<file path="src/hdl/sdc_regs_defs.vh">
`ifndef SDC_REGS_DEFS_VH
`define SDC_REGS_DEFS_VH

// Register byte addresses
`define SDC_ADDR_MEM_TYPE   32'hffffe820
`define SDC_ADDR_DLL_STAT   32'hffffe824
`define SDC_ADDR_READ_SPEED 32'hffffe82c
`define SDC_ADDR_IRQ_STAT   32'hffffe830
`define SDC_ADDR_IRQ_MASK   32'hffffe834
`define SDC_ADDR_WP_MODE    32'hfffe8e4
`define SDC_ADDR_WP_STAT    32'hfffe8e8

// Memory type configuration fields
`define SDC_MEMTYPE_LSB     0
`define SDC_MEMTYPE_MSB     2
`define SDC_BUSWIDTH_BIT    4
`define SDC_MEMTYPE_SDR     3'h0
`define SDC_MEMTYPE_LPSDR   3'h1
`define SDC_MEMTYPE_RSVD    3'h2
`define SDC_MEMTYPE_LPDDR1  3'h3
`define SDC_MEMTYPE_DDR2    3'h4
`define SDC_MEMTYPE_RESET   3'h0
`define SDC_BUSWIDTH_RESET  1'h1

// Delay loop status fields
`define SDC_DLL_INC_BIT     0
`define SDC_DLL_DEC_BIT     1
`define SDC_DLL_OVF_BIT     2
`define SDC_DLL_VAL_LSB     8
`define SDC_DLL_VAL_MSB     15

// Read speed configuration
`define SDC_EARLYDIS_BIT    2
`define SDC_EARLYDIS_RESET  1'h1

// Write protection
`define SDC_KEY_LSB         8
`define SDC_KEY_MSB         31
`define SDC_KEY_VALUE       24'h444452
`define SDC_PROT_EN_BIT     0
`define SDC_VIOL_FLAG_BIT   0
`define SDC_VIOL_SRC_LSB    8
`define SDC_VIOL_SRC_MSB    23

// Interrupt status and mask bits
`define SDC_IRQ_VIOL_BIT    0
`define SDC_IRQ_OVF_BIT     1
`define SDC_IRQ_WIDTH       2

`endif

</file>
<file path="src/hdl/sdc_delay_loop.v">
`default_nettype none

module sdc_delay_loop #(
    parameter CNT_W = 8
) (
    input  wire             ref_clk,
    input  wire             rst,
    input  wire             ce,
    input  wire             restart,
    input  wire             needMore,
    input  wire             needLess,
    output reg  [CNT_W-1:0] delayCount_reg,
    output reg              incFlag_reg,
    output reg              decFlag_reg,
    output reg              ovfFlag_reg
);

    localparam [2:0] ST_SEEK = 3'b001;
    localparam [2:0] ST_LOCK = 3'b010;
    localparam [2:0] ST_OVF  = 3'b100;
    localparam [CNT_W-1:0] CNT_MAX  = {CNT_W{1'b1}};
    localparam [CNT_W-1:0] CNT_ZERO = {CNT_W{1'b0}};
    localparam [CNT_W-1:0] CNT_ONE  = {{(CNT_W-1){1'b0}}, 1'b1};

    reg [2:0]       state_reg;
    reg [2:0]       state_next;
    reg [CNT_W-1:0] count_next;
    reg             inc_next;
    reg             dec_next;

    always @* begin
        state_next = state_reg;
        count_next = delayCount_reg;
        inc_next   = 1'b0;
        dec_next   = 1'b0;
        case (state_reg)
            ST_SEEK, ST_LOCK: begin
                if (needMore && delayCount_reg == CNT_MAX) begin
                    state_next = ST_OVF;
                end else if (needMore) begin
                    count_next = delayCount_reg + CNT_ONE;
                    inc_next   = 1'b1;
                    state_next = ST_SEEK;
                end else if (needLess && delayCount_reg != CNT_ZERO) begin
                    count_next = delayCount_reg - CNT_ONE;
                    dec_next   = 1'b1;
                    state_next = ST_SEEK;
                end else begin
                    state_next = ST_LOCK;
                end
            end
            ST_OVF: begin
                // Forced lock holds until the loop is restarted
                state_next = ST_OVF;
            end
            default: begin
                state_next = ST_SEEK;
            end
        endcase
        if (restart) begin
            state_next = ST_SEEK;
            count_next = CNT_ZERO;
            inc_next   = 1'b0;
            dec_next   = 1'b0;
        end
    end

    always @(posedge ref_clk or posedge rst) begin
        if (rst) begin
            state_reg      <= ST_SEEK;
            delayCount_reg <= {CNT_W{1'b0}};
            incFlag_reg    <= 1'b0;
            decFlag_reg    <= 1'b0;
            ovfFlag_reg    <= 1'b0;
        end else if (ce) begin
            state_reg      <= state_next;
            delayCount_reg <= count_next;
            incFlag_reg    <= inc_next;
            decFlag_reg    <= dec_next;
            ovfFlag_reg    <= (state_next == ST_OVF);
        end
    end

endmodule

`default_nettype wire

</file>
<file path="src/hdl/sdc_config_protect.v">
// Implementation choice: the address-and-strobe port.
`include "sdc_regs_defs.vh"
`default_nettype none

module sdc_config_protect #(
    parameter CNT_W = 8
) (
    input  wire             ref_clk,
    input  wire             rst,
    input  wire             ce,
    input  wire [31:0]      busAddr,
    input  wire [31:0]      busWdata,
    input  wire             busWrite,
    input  wire             busRead,
    output reg  [31:0]      busRdata_reg,
    input  wire             dllRestart,
    input  wire             strobeEarly,
    input  wire             strobeLate,
    output wire [CNT_W-1:0] strobeDelayTap,
    output reg  [2:0]       memType_reg,
    output reg              busWidth16_reg,
    output wire             earlyReadEnable,
    output wire             memIsDdr,
    output wire             irq
);

    ////////////////////////////////////////////////////////////////////////////
    // Address decode

    wire selMemType  = (busAddr == `SDC_ADDR_MEM_TYPE);
    wire selDllStat  = (busAddr == `SDC_ADDR_DLL_STAT);
    wire selSpeed    = (busAddr == `SDC_ADDR_READ_SPEED);
    wire selIrqStat  = (busAddr == `SDC_ADDR_IRQ_STAT);
    wire selIrqMask  = (busAddr == `SDC_ADDR_IRQ_MASK);
    wire selWpMode   = (busAddr == `SDC_ADDR_WP_MODE);
    wire selWpStat   = (busAddr == `SDC_ADDR_WP_STAT);

    reg                     protectEn_reg;
    reg                     earlyReadDis_reg;
    reg                     violFlag_reg;
    reg  [15:0]             violSrc_reg;
    reg  [`SDC_IRQ_WIDTH-1:0] irqStat_reg;
    reg  [`SDC_IRQ_WIDTH-1:0] irqMask_reg;
    reg                     ovfSeen_reg;

    wire [CNT_W-1:0] dllCount;
    wire             dllInc;
    wire             dllDec;
    wire             dllOvf;

    wire guardedSel = selMemType | selSpeed;
    wire guardedWriteOk  = busWrite & guardedSel & ~protectEn_reg;
    wire violationEvent  = busWrite & guardedSel & protectEn_reg;
    // key must match for the enable bit
    wire keyOk = (busWdata[`SDC_KEY_MSB:`SDC_KEY_LSB] == `SDC_KEY_VALUE);
    wire ovfEvent = dllOvf & ~ovfSeen_reg;

    ////////////////////////////////////////////////////////////////////////////
    // Delay loop

    // strobe delay tap follows the master count
    sdc_delay_loop #(
        .CNT_W (CNT_W)
    ) sdc_delay_loop_i (
        .ref_clk        (ref_clk),
        .rst            (rst),
        .ce             (ce),
        .restart        (dllRestart),
        .needMore       (strobeEarly),
        .needLess       (strobeLate),
        .delayCount_reg (dllCount),
        .incFlag_reg    (dllInc),
        .decFlag_reg    (dllDec),
        .ovfFlag_reg    (dllOvf)
    );

    assign strobeDelayTap = dllCount;

    ////////////////////////////////////////////////////////////////////////////
    // Configuration and protection registers

    always @(posedge ref_clk or posedge rst) begin
        if (rst) begin
            memType_reg      <= `SDC_MEMTYPE_RESET;
            busWidth16_reg   <= `SDC_BUSWIDTH_RESET;
            earlyReadDis_reg <= `SDC_EARLYDIS_RESET;
            protectEn_reg    <= 1'b0;
        end else if (ce) begin
            if (guardedWriteOk && selMemType) begin
                memType_reg    <= busWdata[`SDC_MEMTYPE_MSB:`SDC_MEMTYPE_LSB];
                busWidth16_reg <= busWdata[`SDC_BUSWIDTH_BIT];
            end
            if (guardedWriteOk && selSpeed) begin
                earlyReadDis_reg <= busWdata[`SDC_EARLYDIS_BIT];
            end
            if (busWrite && selWpMode && keyOk) begin
                protectEn_reg <= busWdata[`SDC_PROT_EN_BIT];
            end
        end
    end

    assign earlyReadEnable = ~earlyReadDis_reg;
    assign memIsDdr = (memType_reg == `SDC_MEMTYPE_LPDDR1) | (memType_reg == `SDC_MEMTYPE_DDR2);

    ////////////////////////////////////////////////////////////////////////////
    // Violation status

    always @(posedge ref_clk or posedge rst) begin
        if (rst) begin
            violFlag_reg <= 1'b0;
            violSrc_reg  <= 16'h0000;
        end else if (ce) begin
            if (violationEvent) begin
                // record offending offset, set wins over read clear
                violFlag_reg <= 1'b1;
                violSrc_reg  <= busAddr[15:0];
            end else if (busRead && selWpStat) begin
                violFlag_reg <= 1'b0;
                violSrc_reg  <= 16'h0000;
            end
        end
    end

    ////////////////////////////////////////////////////////////////////////////
    // Interrupts

    wire [`SDC_IRQ_WIDTH-1:0] irqSet = {ovfEvent, violationEvent};
    wire [`SDC_IRQ_WIDTH-1:0] irqClr = (busWrite && selIrqStat) ?
                                       busWdata[`SDC_IRQ_WIDTH-1:0] : {`SDC_IRQ_WIDTH{1'b0}};

    always @(posedge ref_clk or posedge rst) begin
        if (rst) begin
            irqStat_reg <= {`SDC_IRQ_WIDTH{1'b0}};
            irqMask_reg <= {`SDC_IRQ_WIDTH{1'b0}};
            ovfSeen_reg <= 1'b0;
        end else if (ce) begin
            // Set wins over write-one-to-clear
            irqStat_reg <= (irqStat_reg & ~irqClr) | irqSet;
            ovfSeen_reg <= dllOvf;
            if (busWrite && selIrqMask) begin
                irqMask_reg <= busWdata[`SDC_IRQ_WIDTH-1:0];
            end
        end
    end

    assign irq = |(irqStat_reg & irqMask_reg);

    ////////////////////////////////////////////////////////////////////////////
    // Read data, one cycle after the strobe

    reg [31:0] rdata_next;

    always @* begin
        rdata_next = 32'h00000000;
        if (busRead) begin
            if (selMemType) begin
                rdata_next[`SDC_MEMTYPE_MSB:`SDC_MEMTYPE_LSB] = memType_reg;
                rdata_next[`SDC_BUSWIDTH_BIT] = busWidth16_reg;
            end
            if (selDllStat) begin
                rdata_next[`SDC_DLL_INC_BIT] = dllInc;
                rdata_next[`SDC_DLL_DEC_BIT] = dllDec;
                rdata_next[`SDC_DLL_OVF_BIT] = dllOvf;
                rdata_next[`SDC_DLL_VAL_MSB:`SDC_DLL_VAL_LSB] = dllCount[7:0];
            end
            if (selSpeed) begin
                rdata_next[`SDC_EARLYDIS_BIT] = earlyReadDis_reg;
            end
            if (selWpMode) begin
                rdata_next[`SDC_PROT_EN_BIT] = protectEn_reg;
            end
            if (selWpStat) begin
                rdata_next[`SDC_VIOL_FLAG_BIT] = violFlag_reg;
                rdata_next[`SDC_VIOL_SRC_MSB:`SDC_VIOL_SRC_LSB] = violSrc_reg;
            end
            if (selIrqStat) begin
                rdata_next[`SDC_IRQ_WIDTH-1:0] = irqStat_reg;
            end
            if (selIrqMask) begin
                rdata_next[`SDC_IRQ_WIDTH-1:0] = irqMask_reg;
            end
        end
    end

    always @(posedge ref_clk or posedge rst) begin
        if (rst) begin
            busRdata_reg <= 32'h00000000;
        end else if (ce) begin
            busRdata_reg <= rdata_next;
        end
    end

endmodule

`default_nettype wire

</file>
<file path="config.mk">
export PLATFORM = sky130hd
export DESIGN_NAME = sdc_config_protect
export DESIGN_NICKNAME = d
export VERILOG_FILES = /design/src/hdl/sdc_delay_loop.v /design/src/hdl/sdc_config_protect.v
export VERILOG_INCLUDE_DIRS = /design/src /design/src/hdl
export SDC_FILE = /design/constraint.sdc
export NUM_CORES = 1
export LEC_CHECK = 0
export BUFFER_PORTS_ARGS = -buffer_cell sky130_fd_sc_hd__buf_2
export CORE_MARGIN = 2
export CORE_UTILIZATION = 44
export DETAILED_ROUTE_END_ITERATION = 8
export PLACE_DENSITY = 0.71
export SLEW_MARGIN = 20
export SYNTH_ARGS = -nofsm -noshare
export SYNTH_HDL_FRONTEND = slang
export SYNTH_HIERARCHICAL = 1
export SYNTH_SLANG_ARGS = --single-unit
</file>
<file path="constraint.sdc">
create_clock -name ref_clk -period 4.8 [get_ports ref_clk]
set_clock_uncertainty 0.15 [all_clocks]
set_input_delay 0.48 -clock ref_clk [delete_from_list [all_inputs] [get_ports ref_clk]]
set_output_delay 0.48 -clock ref_clk [all_outputs]
set_load 0.005 [all_outputs]
</file>
======== Word level (Yosys, flattened, before mapping) ========
Cells that the tools add are included.
Widths: inputs -> output; s select.
word-level totals
  bits in registers ....................... 62
  input bits .............................. 72
  output and inout bits ................... 47
cells by class
  add/sub/neg operators ................... 2
  eq/ne operators ......................... 16
  muxes and demuxes ....................... 37
  bitwise gates (word level) .............. 13
  reduce and logical (&&, ||, !) cells .... 21
operators by type and width
  operator              count
  $eq 32x32->1 const B  5
  $eq 32x28->1 const B  2
  $mux 16               4
  $mux 8                6
  $eq 24x23->1 const B  1
  $mux 3                6
  $mux 1                16
  $reduce_and 2->1      5
  $eq 3x3->1 const B    3
  $logic_and 1x1->1     9
  $add 8x1->8 const B   1
  $eq 8x8->1 const B    1
  $mux 2                4
  $reduce_bool 8->1     1
  $sub 8x1->8 const B   1
  $eq 3x2->1 const B    2
  $pmux 3 s2            1
  $and 1x1->1           4
  $and 2x2->2           2
  $reduce_and 4->1      1
  $reduce_bool 2->1     2
  $reduce_or 2->1       2
  $eq 3x1->1 const B    1
  $not 1->1             3
  5 further kinds       6

======== Logic depth before layout (Yosys ltp) ========
Gate-level depths: netlist of the first run.
  word-level depth ........................ 8
  depth in mapped cells ................... 7

======== Hierarchy ========
Netlist of the first run, hierarchy kept.
modules (own cells, without submodules)
  module              times used  cells an instance  area an instance (um^2)  seq. area each (um^2)
  sdc_config_protect  1           255                2504.9                   1203.7
  sdc_delay_loop      1           105                1019.7                   351.6

======== Worst setup path after synthesis of the first run ========
No wires, ideal clock.
  path type ............................... input to register
  start ................................... input port strobeEarly
  end ..................................... register sdc_delay_loop_i.delayCount_reg[7]
  setup time .............................. 121 ps
  arrival time ............................ 2014 ps
  path slack .............................. 2514 ps
  stages .................................. 7
  path through ............................ inv_1 > ha_1 > a21oi_1 > o211ai_1 > o41ai_1 > mux2i_1 > o22a_1
on the way
  longest elaborated chain between the ends .. 4
RTL lines
  element               RTL line                 RTL
  from (decl)           sdc_config_protect.v:17  input wire strobeEarly,
  $mux 8                sdc_delay_loop.v:40      end else if (needMore) begin
  $mux 8                sdc_delay_loop.v:38      if (needMore && delayCount_reg == CNT_MAX) begin
  $mux 8                sdc_delay_loop.v:36      case (state_reg)
  $mux 8                sdc_delay_loop.v:60      if (restart) begin
  to (signal assigned)  sdc_delay_loop.v:71      delayCount_reg <= {CNT_W{1'b0}};
  to (signal assigned)  sdc_delay_loop.v:77      delayCount_reg <= count_next;
  to (decl)             sdc_delay_loop.v:12      output reg [CNT_W-1:0] delayCount_reg,
Several ways; a longest one is shown, not always the timed one. The select of a mux whose other input is x is not followed.
A chain may end at the register's enable or synchronous reset.

======== Final worst setup path of the first run ========
Same ends and word-level chain as after synthesis.

==> flow_summary_export.csv, run 1 <==
group,metric,value,unit
clock_network,root_buffer,"clkbuf_8",
global_routing,grt_max_degree,49,
worst_setup_path,end_kind,"register",
power_and_ir_drop,p_total,1.43,mW
worst_setup_path,crit_family,"compound AO/OA/AOI/OAI gates",
synthesis,synth_area,3520,um^2
finish,diodes,0,
timing,fmax,412,MHz
synthesis,synth_cell_types,65,
timing,finalSetupViolations,0,
power_and_ir_drop,ir_drop,0.214,mV
floorplanning,die_area,8740,um^2
placement,port_buffers,102,
placement,gp_congestion,0.874,
synthesis,syn_inst,360,
power_and_ir_drop,p_leak,2.18,nW
finish,multi_input_area,1760,um^2
synthesis,syn-mean-instance-area,9.79,um^2
finish,finalInstanceArea,4310,um^2
synthesis,synth_flop_cell,"dfrtp_1",
global_routing,grt_remaining_overflow,0,
worst_setup_path,cp_slowest_cell,"o41ai_1",
clock_network,cts_tree,"done",
floorplanning,die_x,93.5,um
floorplanning,initial_core_util,45.6,%
routing,drc,0,
power_and_ir_drop,pwr_density_cell,333,nW/um^2
timing,fin_crit_sh,50.6,%
worst_setup_path,startpoint,"strobeEarly",
timing,relSlewSlack,36.7,%
worst_setup_path,required,4.88,ns
finish,layout_commonest_cell,"buf_2",
worst_setup_path,arrival,2.50,ns
worst_setup_path,startpoint_type,"primary input",
global_routing,grt_pass1_vias,2928,
floorplanning,pin_count,119,
timing,tns,0,ns
finish,largest_reg_flops,20,
finish,synthToLayoutAreaGrowth,22.4,%
timing,finalHoldViolCount,0,
clock_network,cts_setup_buffers,0,
placement,dp_cells,557,
clock_network,clockBufferDepth,2,
routing,drt_iter0_markers,149,
timing,worst_pin_slew,0.948,ns
floorplanning,num_rows,32,
clock_network,clk_latency,0.34,ns
routing,drt-pass1-iter-count,4,
worst_setup_path,cp_cell_sequence,"buf_2 > inv_1 > ha_1 > a21oi_1 > o211ai_1 > o41ai_1 > mux2i_1 > o22a_1",
routing,drt_wl_total,8130,um
worst_setup_path,critPathKind,"in2reg",
routing,viasPerCell,5.29,
synthesis,ys_seq_elements,62,
clock_network,clk_pin_slew_worst_paths,0.07,ns
synthesis,synth_edf_count,0,
global_routing,track_usage,19.6,%
timing,min_period,2.43,ns
finish,fill_cells,710,
floorplanning,core-area,7730,um^2
floorplanning,fp.dieH,93.5,um
finish,drive_above_1_share,31.8,%
finish,final_nets,545,
clock_network,clock-sinks,62,
timing,rsz0062_at_grt,"no",
worst_setup_path,slowest_delay,0.60,ns
placement,dpl_cell_area,4090,um^2
worst_setup_path,r2r_start,"sdc_delay_loop_i/delayCount_reg[1]",
finish,ff_latch_area,1560,um^2
timing,finalWorstSetupSlack,2.37,ns
clock_network,cts_hold_buf,0,
placement,place_ws,1.99,ns
clock_network,h-tree-depth,3,
global_routing,antenna_found_initial,0,
timing,slew_viol_final,0,
global_routing,grt_pass1_wl,13600,um
finish,final_util,55.8,%
routing,vias,3029,
synthesis,synthArstFlopShare,100,%
routing,wl_per_cell,14.2,um
worst_setup_path,crit_buf_inv,2,
synthesis,ys_seq_area_share,44.1,%
synthesis,synth_warnings,6,
timing,holdWs,0.0486,ns
hold_path,holdCritPathClass,"in2async",
status,status,"finished clean",
routing,ant_nets,0,
worst_setup_path,worstPathMaxFanout,9,
finish,layout.cells.non_filler,573,
flow_run,max_cap_viol_count,0,
clock_network,cts_buffers,9,
clock_network,ctsResizeCount,0,
placement,dp_hpwl,6260,um
finish,mostFrequentLayoutCells,"buf_2 (102), dfrtp_1 (59), inv_1 (33)",
-- worst reg2reg max path: stages (launching register included) --
cell and delay (ns):
dfrtp_1 0.46, ha_1 0.31, a21oi_1 0.19, o211ai_1 0.15, o41ai_1 0.60, mux2i_1 0.17
o22a_1 0.23
-- area by class of cell --
cell class	count	area share, %
Clock buffer	9	2.87
Timing Repair Buffer	103	12.0
Tap cell	102	2.96
Sequential cell	62	36.1
Clock inverter	7	2.29
Inverter	34	2.96
Multi-Input combinational cell	256	40.8
-- routing by layer --
layer	global-route usage [%]	wire (um)
met5	0	0
met4	7.48	220
met2	33.0	3840
met1	25.0	3530
met3	3.71	539
-- where the power goes --
group	switching (mW)	internal (mW)	total [mW]	leakage (nW)
sequential	0.0511	0.553	0.604	0.846
combinational	0.171	0.158	0.329	1.22
clock	0.208	0.293	0.502	0.109
-- kinds of logic after synthesis --
group	Yosys count	share of synthesized area, %
buffers and inverters	53	7.06
flip-flops	62	44.1
other	1	0.106
AND/OR/NAND/NOR	139	24.6
AO/OA/AOI/OAI	79	15.6
XOR/XNOR	4	0.994
adder cells (fa/ha/maj)	7	2.70
multiplexers	15	4.83
-- cells in the mapped netlist, types with 2 or more instances --
master | count | area (um^2)
a21o_1 | 7 | 52.6
a21oi_1 | 10 | 50.1
a22o_1 | 4 | 35.0
a311oi_1 | 2 | 17.5
a32o_1 | 2 | 20.0
and2b_1 | 2 | 15.0
and3_1 | 2 | 12.5
buf_4 | 13 | 97.6
clkbuf_1 | 5 | 18.8
dfrtp_1 | 59 | 1480
dfstp_2 | 3 | 78.8
ha_1 | 6 | 75.1
inv_1 | 34 | 128
mux2_2 | 8 | 90.1
mux2_4 | 2 | 30.0
mux2i_1 | 5 | 50.1
nand2_1 | 23 | 86.3
nand2b_1 | 5 | 31.3
nand3_1 | 10 | 50.1
nand4_1 | 13 | 81.3
nand4b_1 | 2 | 17.5
nor2_1 | 17 | 63.8
nor2b_1 | 23 | 144
nor3_1 | 12 | 60.1
nor3b_1 | 4 | 30.0
nor4_1 | 4 | 25.0
nor4_4 | 2 | 42.5
nor4b_1 | 3 | 26.3
o211ai_1 | 3 | 22.5
o21ai_0 | 27 | 135
o21ai_1 | 4 | 20.0
o21ai_4 | 2 | 32.5
o2bb2ai_1 | 3 | 26.3
o32ai_1 | 2 | 17.5
o41ai_1 | 2 | 17.5
or3_1 | 2 | 12.5
or4_1 | 3 | 22.5
xnor2_1 | 2 | 17.5
xor2_1 | 2 | 17.5
-- worst paths after layout --
check                                                     end  slack (ns)  cells past startpoint
max in group asynchronous                      violSrc_reg[9]        3.68                      2
min reg2reg                                  busRdata_reg[20]        0.33                      2
min                        sdc_delay_loop_i/delayCount_reg[2]        0.05                      2
max reg2reg                sdc_delay_loop_i/delayCount_reg[7]        2.43                      6
max                        sdc_delay_loop_i/delayCount_reg[7]        2.37                      8
min in group ref_clk                           busWidth16_reg        0.22                      2
(Power assumes the default switching activity.)
==> run 2, diff against run 1 <==
Clock period 4.8 ns to 2.5 ns, I/O delays scaled along.
==> run 2 against run 1 <==
Net effect: sequential share of layout area down 0.91 points; final cell count increased by 2.3%; first-iteration DRC count down 18%; clock power up 100%; via count grew 0.69%; die area unchanged; count of clock-buffer cells in the layout stayed put; flip-flop and latch count stayed put; combinational power is 110% higher; total power rose by 99%; global-route usage rose by 0.53 points; critical endpoint is now sdc_delay_loop_i/delayCount_reg[3]; largest power group unchanged.
==> flow_summary_export.csv, run 2 (synthesized netlist as in run 1, its figures left out) <==
group,metric,value,unit
status,status,"finished clean",
routing,drt-pass1-iter-count,5,
timing,fin_crit_sh,90.4,%
worst_setup_path,startpoint,"sdc_delay_loop_i/delayCount_reg[4]",
power_and_ir_drop,pwr_density_cell,645,nW/um^2
finish,layout_commonest_cell,"buf_2",
finish,mostFrequentLayoutCells,"buf_2 (102), dfrtp_1 (59), inv_1 (33)",
global_routing,grt_max_degree,22,
global_routing,grt_use_met3,2.98,%
global_routing,antenna_found_initial,0,
worst_setup_path,arrival,2.33,ns
timing,finalSetupViolations,0,
finish,largest_reg_flops,20,
worst_setup_path,critPathKind,"reg2reg",
global_routing,grt_util_met2,33.9,%
placement,place_ws,0.196,ns
clock_network,root_buffer,"clkbuf_8",
timing,worst_pin_slew,0.543,ns
clock_network,clk_pin_slew_worst_paths,0.08,ns
timing,fmax,442,MHz
routing,drc,0,
routing,vias,3050,
global_routing,grt_remaining_overflow,0,
routing,wl_per_cell,14.5,um
timing,slew_viol_final,0,
timing,holdWs,0.0584,ns
global_routing,top_usage_layer,"met2",
power_and_ir_drop,ir_drop,0.383,mV
timing,finalHoldViolCount,0,
worst_setup_path,end_kind,"register",
clock_network,clock-sinks,62,
clock_network,cts_buffers,9,
routing,ant_nets,0,
routing,drt_wl_total,8480,um
floorplanning,fp.dieH,93.5,um
global_routing,grt_pass1_wl,13900,um
worst_setup_path,startpoint_type,"register",
hold_path,holdCritPathClass,"in2reg",
finish,drive_above_1_share,33.1,%
clock_network,h-tree-depth,3,
timing,rsz0062_at_grt,"no",
placement,gp_congestion,0.894,
clock_network,clk_latency,0.34,ns
placement,dp_hpwl,6530,um
global_routing,globalRouteMet1Util,26.2,%
floorplanning,core-area,7730,um^2
global_routing,grt_pass1_vias,2992,
flow_run,max_cap_viol_count,0,
placement,port_buffers,102,
power_and_ir_drop,p_leak,2.24,nW
floorplanning,num_rows,32,
timing,finalWorstSetupSlack,0.240,ns
floorplanning,initial_core_util,45.6,%
hold_path,hp-start,"busWdata[0]",
global_routing,track_usage,20.1,%
finish,final_util,57.3,%
worst_setup_path,required,2.57,ns
finish,final_nets,558,
floorplanning,die_x,93.5,um
finish,synthToLayoutAreaGrowth,25.5,%
floorplanning,die_area,8740,um^2
clock_network,cts_tree,"done",
finish,diodes,0,
floorplanning,pin_count,119,
timing,tns,0,ns
clock_network,clockBufferDepth,2,
worst_setup_path,r2r_start,"sdc_delay_loop_i/delayCount_reg[4]",
routing,drt_iter0_markers,122,
worst_setup_path,worstPathMaxFanout,7,
timing,relSlewSlack,63.8,%
timing,min_period,2.26,ns
routing,viasPerCell,5.20,
[run 2: metrics by stage]
stage | total power, mW | std cells | area, um^2
global placement | 1.83 | 567 | 4170
floorplan | 1.60 | 371 | 3570
CTS | 2.88 | 586 | 4420
finish | 2.85 | 586 | 4420
detailed placement | 1.85 | 567 | 4170
global route | 3.02 | 586 | 4420
[run 2: layout make-up]
cell class | count | area, um^2
clock inverters | 7 | 105
well taps | 102 | 128
repair buffers | 116 | 623
flip-flops and latches | 62 | 1560
fillers | 700 | 3300
inverters | 34 | 128
clock buffers | 9 | 124
multi-input cells | 256 | 1760
[run 2: worst paths after layout]
check,to,slack (ns),depth (start not counted)
hold reg to reg,busRdata_reg[17],0.33,2
setup / recovery,sdc_delay_loop_i/delayCount_reg[3],0.24,5
min in group asynchronous,ovfSeen_reg,0.26,3
hold / removal,irqMask_reg[0],0.06,2
setup reg to reg,sdc_delay_loop_i/delayCount_reg[3],0.24,5
max in group asynchronous,violSrc_reg[1],1.38,4
[run 2: routing by layer]
metal | vias up | share of wire, %
li1 | 1510 | -
met2 | 106 | 49
met1 | 1428 | 44
met4 | 0 | 0.78
met3 | 6 | 6.3
met5 | - | 0
[run 2: where the power goes]
group	internal (mW)	total [mW]	leakage, nW	switching [mW]
logic	0.338	0.698	1.29	0.360
clock network	0.577	1.01	0.112	0.436
registers	1.06	1.14	0.846	0.0823
total	1.98	2.85	2.24	0.878
[run 2: worst max-delay path: stages, from the launching register on]
cell and delay, ns:
dfrtp_1 0.45, or4_1 0.61, o211ai_2 0.24, a211oi_2 0.13
o21ai_4 0.24, mux2_4 0.32
[run 2: timing repair]
action | CTS | global route
hold endpoints to repair | 28 | 0
setup buffers | 0 | 0
resized for setup | 0 | 0
hold buffers | 3 | 0
==> run 3, diff against run 2 <==
Settings changed: PLACE_DENSITY 0.71 to 0.72, SYNTH_HIERARCHICAL 1 to unset.
==> run 3 against run 2 <==
Net effect: core utilization down 0.45 points; synthesized cell count down 11%; register-to-register slack about the same; total power down 7.5%; worst setup slack better by 0.0055 ns; non-clock buffer count down 2; sequential power up 5%; area after synthesis down 4.5%; critical path type unchanged; critical endpoint is now sdc_delay_loop_i.delayCount_reg[7]; highest routed layer unchanged.
==> flow_summary_export.csv, run 3 <==
group,metric,value,unit
status,status,"finished clean",
clock_network,clock-sinks,62,
synthesis,synthArstFlopShare,100,%
synthesis,synth-compound-area-share,17.0,%
synthesis,syn-mean-instance-area,10.5,um^2
timing,min_period,2.25,ns
synthesis,synthAdderAreaFrac,2.82,%
synthesis,synth_top_family_by_area,"simple AND/OR/NAND/NOR gates",
global_routing,track_usage,20.1,%
worst_setup_path,startpoint_type,"register",
floorplanning,fp.dieH,91.5,um
clock_network,cts_tree,"done",
synthesis,synth_flop_cell,"dfrtp_1",
finish,fill_cells,619,
worst_setup_path,critPathKind,"reg2reg",
global_routing,grt_remaining_overflow,0,
synthesis,yosysTopAreaCell,"dfrtp_1",
routing,drt_iter0_markers,192,
clock_network,cts_setup_buffers,0,
finish,mostFrequentLayoutCells,"buf_2 (102), dfrtp_1 (59), inv_1 (20)",
clock_network,clk_latency,0.35,ns
timing,tns,0,ns
hold_path,holdCritPathClass,"in2reg",
timing,rsz0062_at_grt,"no",
timing,holdWs,0.0310,ns
timing,finalSetupViolations,0,
power_and_ir_drop,pwr_density_cell,634,nW/um^2
clock_network,cts_buffers,9,
routing,drt_wl_total,8140,um
routing,wl_per_cell,15.2,um
finish,layout_commonest_cell,"buf_2",
worst_setup_path,end_kind,"register",
timing,fin_crit_sh,90.2,%
timing,fmax,444,MHz
placement,dp_hpwl,6070,um
timing,relSlewSlack,42.4,%
finish,synthToLayoutAreaGrowth,23.7,%
synthesis,synth_simple_gate_area_share,22.2,%
power_and_ir_drop,ir_drop,0.227,mV
routing,drt-pass1-iter-count,4,
synthesis,synth_most_common_cell,"dfrtp_1",
timing,worst_pin_slew,0.860,ns
routing,drc,0,
placement,dp_cells,515,
synthesis,synthXorXnorAreaFrac,0.780,%
flow_run,max_cap_viol_count,0,
timing,slew_viol_final,0,
synthesis,synth_common_cells,"dfrtp_1 (59), inv_1 (21), a22o_1 (14), nor2_1 (13)",
floorplanning,initial_core_util,45.9,%
timing,finalHoldViolCount,0,
synthesis,ys_seq_area_share,46.2,%
synthesis,synth_edf_count,0,
routing,ant_nets,0,
routing,vias,2934,
synthesis,syn_inst,320,
clock_network,clk_pin_slew_worst_paths,0.07,ns
timing,finalWorstSetupSlack,0.245,ns
synthesis,ys_seq_elements,62,
global_routing,grt_pass1_vias,2844,
placement,port_buffers,102,
floorplanning,die_area,8370,um^2
placement,gp_congestion,0.862,
synthesis,synth_top_cells_by_area,"dfrtp_1 (44%), mux2_2 (3.7%), a22o_1 (3.6%)",
floorplanning,die_x,91.5,um
floorplanning,pin_count,119,
clock_network,h-tree-depth,3,
floorplanning,core-area,7330,um^2
clock_network,root_buffer,"clkbuf_8",
finish,final_nets,509,
finish,drive_above_1_share,34.7,%
synthesis,yosysTopAreaCellShare,43.8,%
finish,largest_reg_flops,20,
finish,layout.cells.non_filler,534,
worst_setup_path,arrival,2.33,ns
synthesis,synth_cell_types,58,
global_routing,antenna_found_initial,0,
placement,place_ws,0.189,ns
worst_setup_path,worstPathMaxFanout,7,
global_routing,grt_max_degree,37,
power_and_ir_drop,p_leak,2.10,nW
synthesis,synth_warnings,0,
clock_network,clockBufferDepth,2,
synthesis,muxShareOfSynthArea,3.98,%
synthesis,synth_area,3370,um^2
worst_setup_path,required,2.58,ns
finish,diodes,0,
floorplanning,num_rows,31,
global_routing,grt_pass1_wl,13300,um
routing,viasPerCell,5.49,
-- run 3: changes by cell type after synthesis, moves of 8 or more --
| cell | change |
|---|---|
| a21oi_1 | -8 |
| and2_1 | +12 |
| inv_1 | -13 |
| nand2_1 | -15 |
| a221o_1 | +9 |
| a22o_1 | +10 |
| nor2b_1 | -14 |
| o21ai_0 | -17 |
-- run 3: cell families after synthesis --
family | count (synthesis)
mux | 12
other cells | 1
flops | 62
compound gates | 73
xor+xnor | 3
fa+ha+maj | 7
buf+inv | 47
simple gates | 115
-- run 3: what timing repair did --
| item | in CTS | in global routing |
|---|---|---|
| hold buffers | 3 | 0 |
| endpoints found under the hold margin | 29 | 0 |
| setup endpoints to repair | 0 | 0 |
| gates resized for setup | 0 | 0 |
-- run 3: worst paths after layout --
kind,start,end,slack (ns),cells past startpoint
min,busWdata[1],memType_reg[1],0.03,2
min in group asynchronous,rst,busRdata_reg[23],0.34,3
max,sdc_delay_loop_i.delayCount_reg[1],sdc_delay_loop_i.delayCount_reg[7],0.25,7
max in group asynchronous,rst,sdc_delay_loop_i.state_reg[0],1.21,4
max reg2reg,sdc_delay_loop_i.delayCount_reg[1],sdc_delay_loop_i.delayCount_reg[7],0.25,7
min reg2reg,ovfSeen_reg,irqStat_reg[1],0.30,1
-- run 3: worst max-delay path, cell delays in order (launching register included) --
cell and delay [ns]:
dfrtp_1 0.50, ha_1 0.29, a21oi_1 0.19, o211ai_1 0.18
o41ai_1 0.37, buf_4 0.20, mux2i_1 0.17, o211ai_1 0.10
-- run 3: metal layers --
layer  wire, um  part of all wire, %  vias up  track usage, %
li1           -                    -     1398               -
met1       3570                   44     1419            25.5
met2       3970                   49      104            32.7
met3        494                  6.1       13            5.98
met4        104                  1.3        0            6.94
met5          0                    0        -               0
-- run 3: area by class of cell --
cell class,count,area [um^2],share of cell area (%)
repair buffers,114,621,14.9
well taps,99,124,2.97
flip-flops and latches,62,1560,37.3
multi-input cells,222,1620,38.9
clock inverters,6,38.8,0.931
clock buffers,10,128,3.06
inverters,21,78.8,1.89
-- run 3: per-stage QoR --
stage / instance area (um^2) / power [mW] / utilization (%)
global placement: 3970 / 1.87 / 54.1
floorplan: 3410 / 1.62 / -
global route: 4160 / 2.80 / 56.8
finish: 4160 / 2.64 / 56.8
CTS: 4160 / 2.65 / 56.8
detailed placement: 3970 / 1.90 / 54.1
-- run 3: report_power, final --
part           switching (mW)  internal, mW
clock                   0.396         0.355
sequential              0.125          1.07
combinational           0.359         0.335
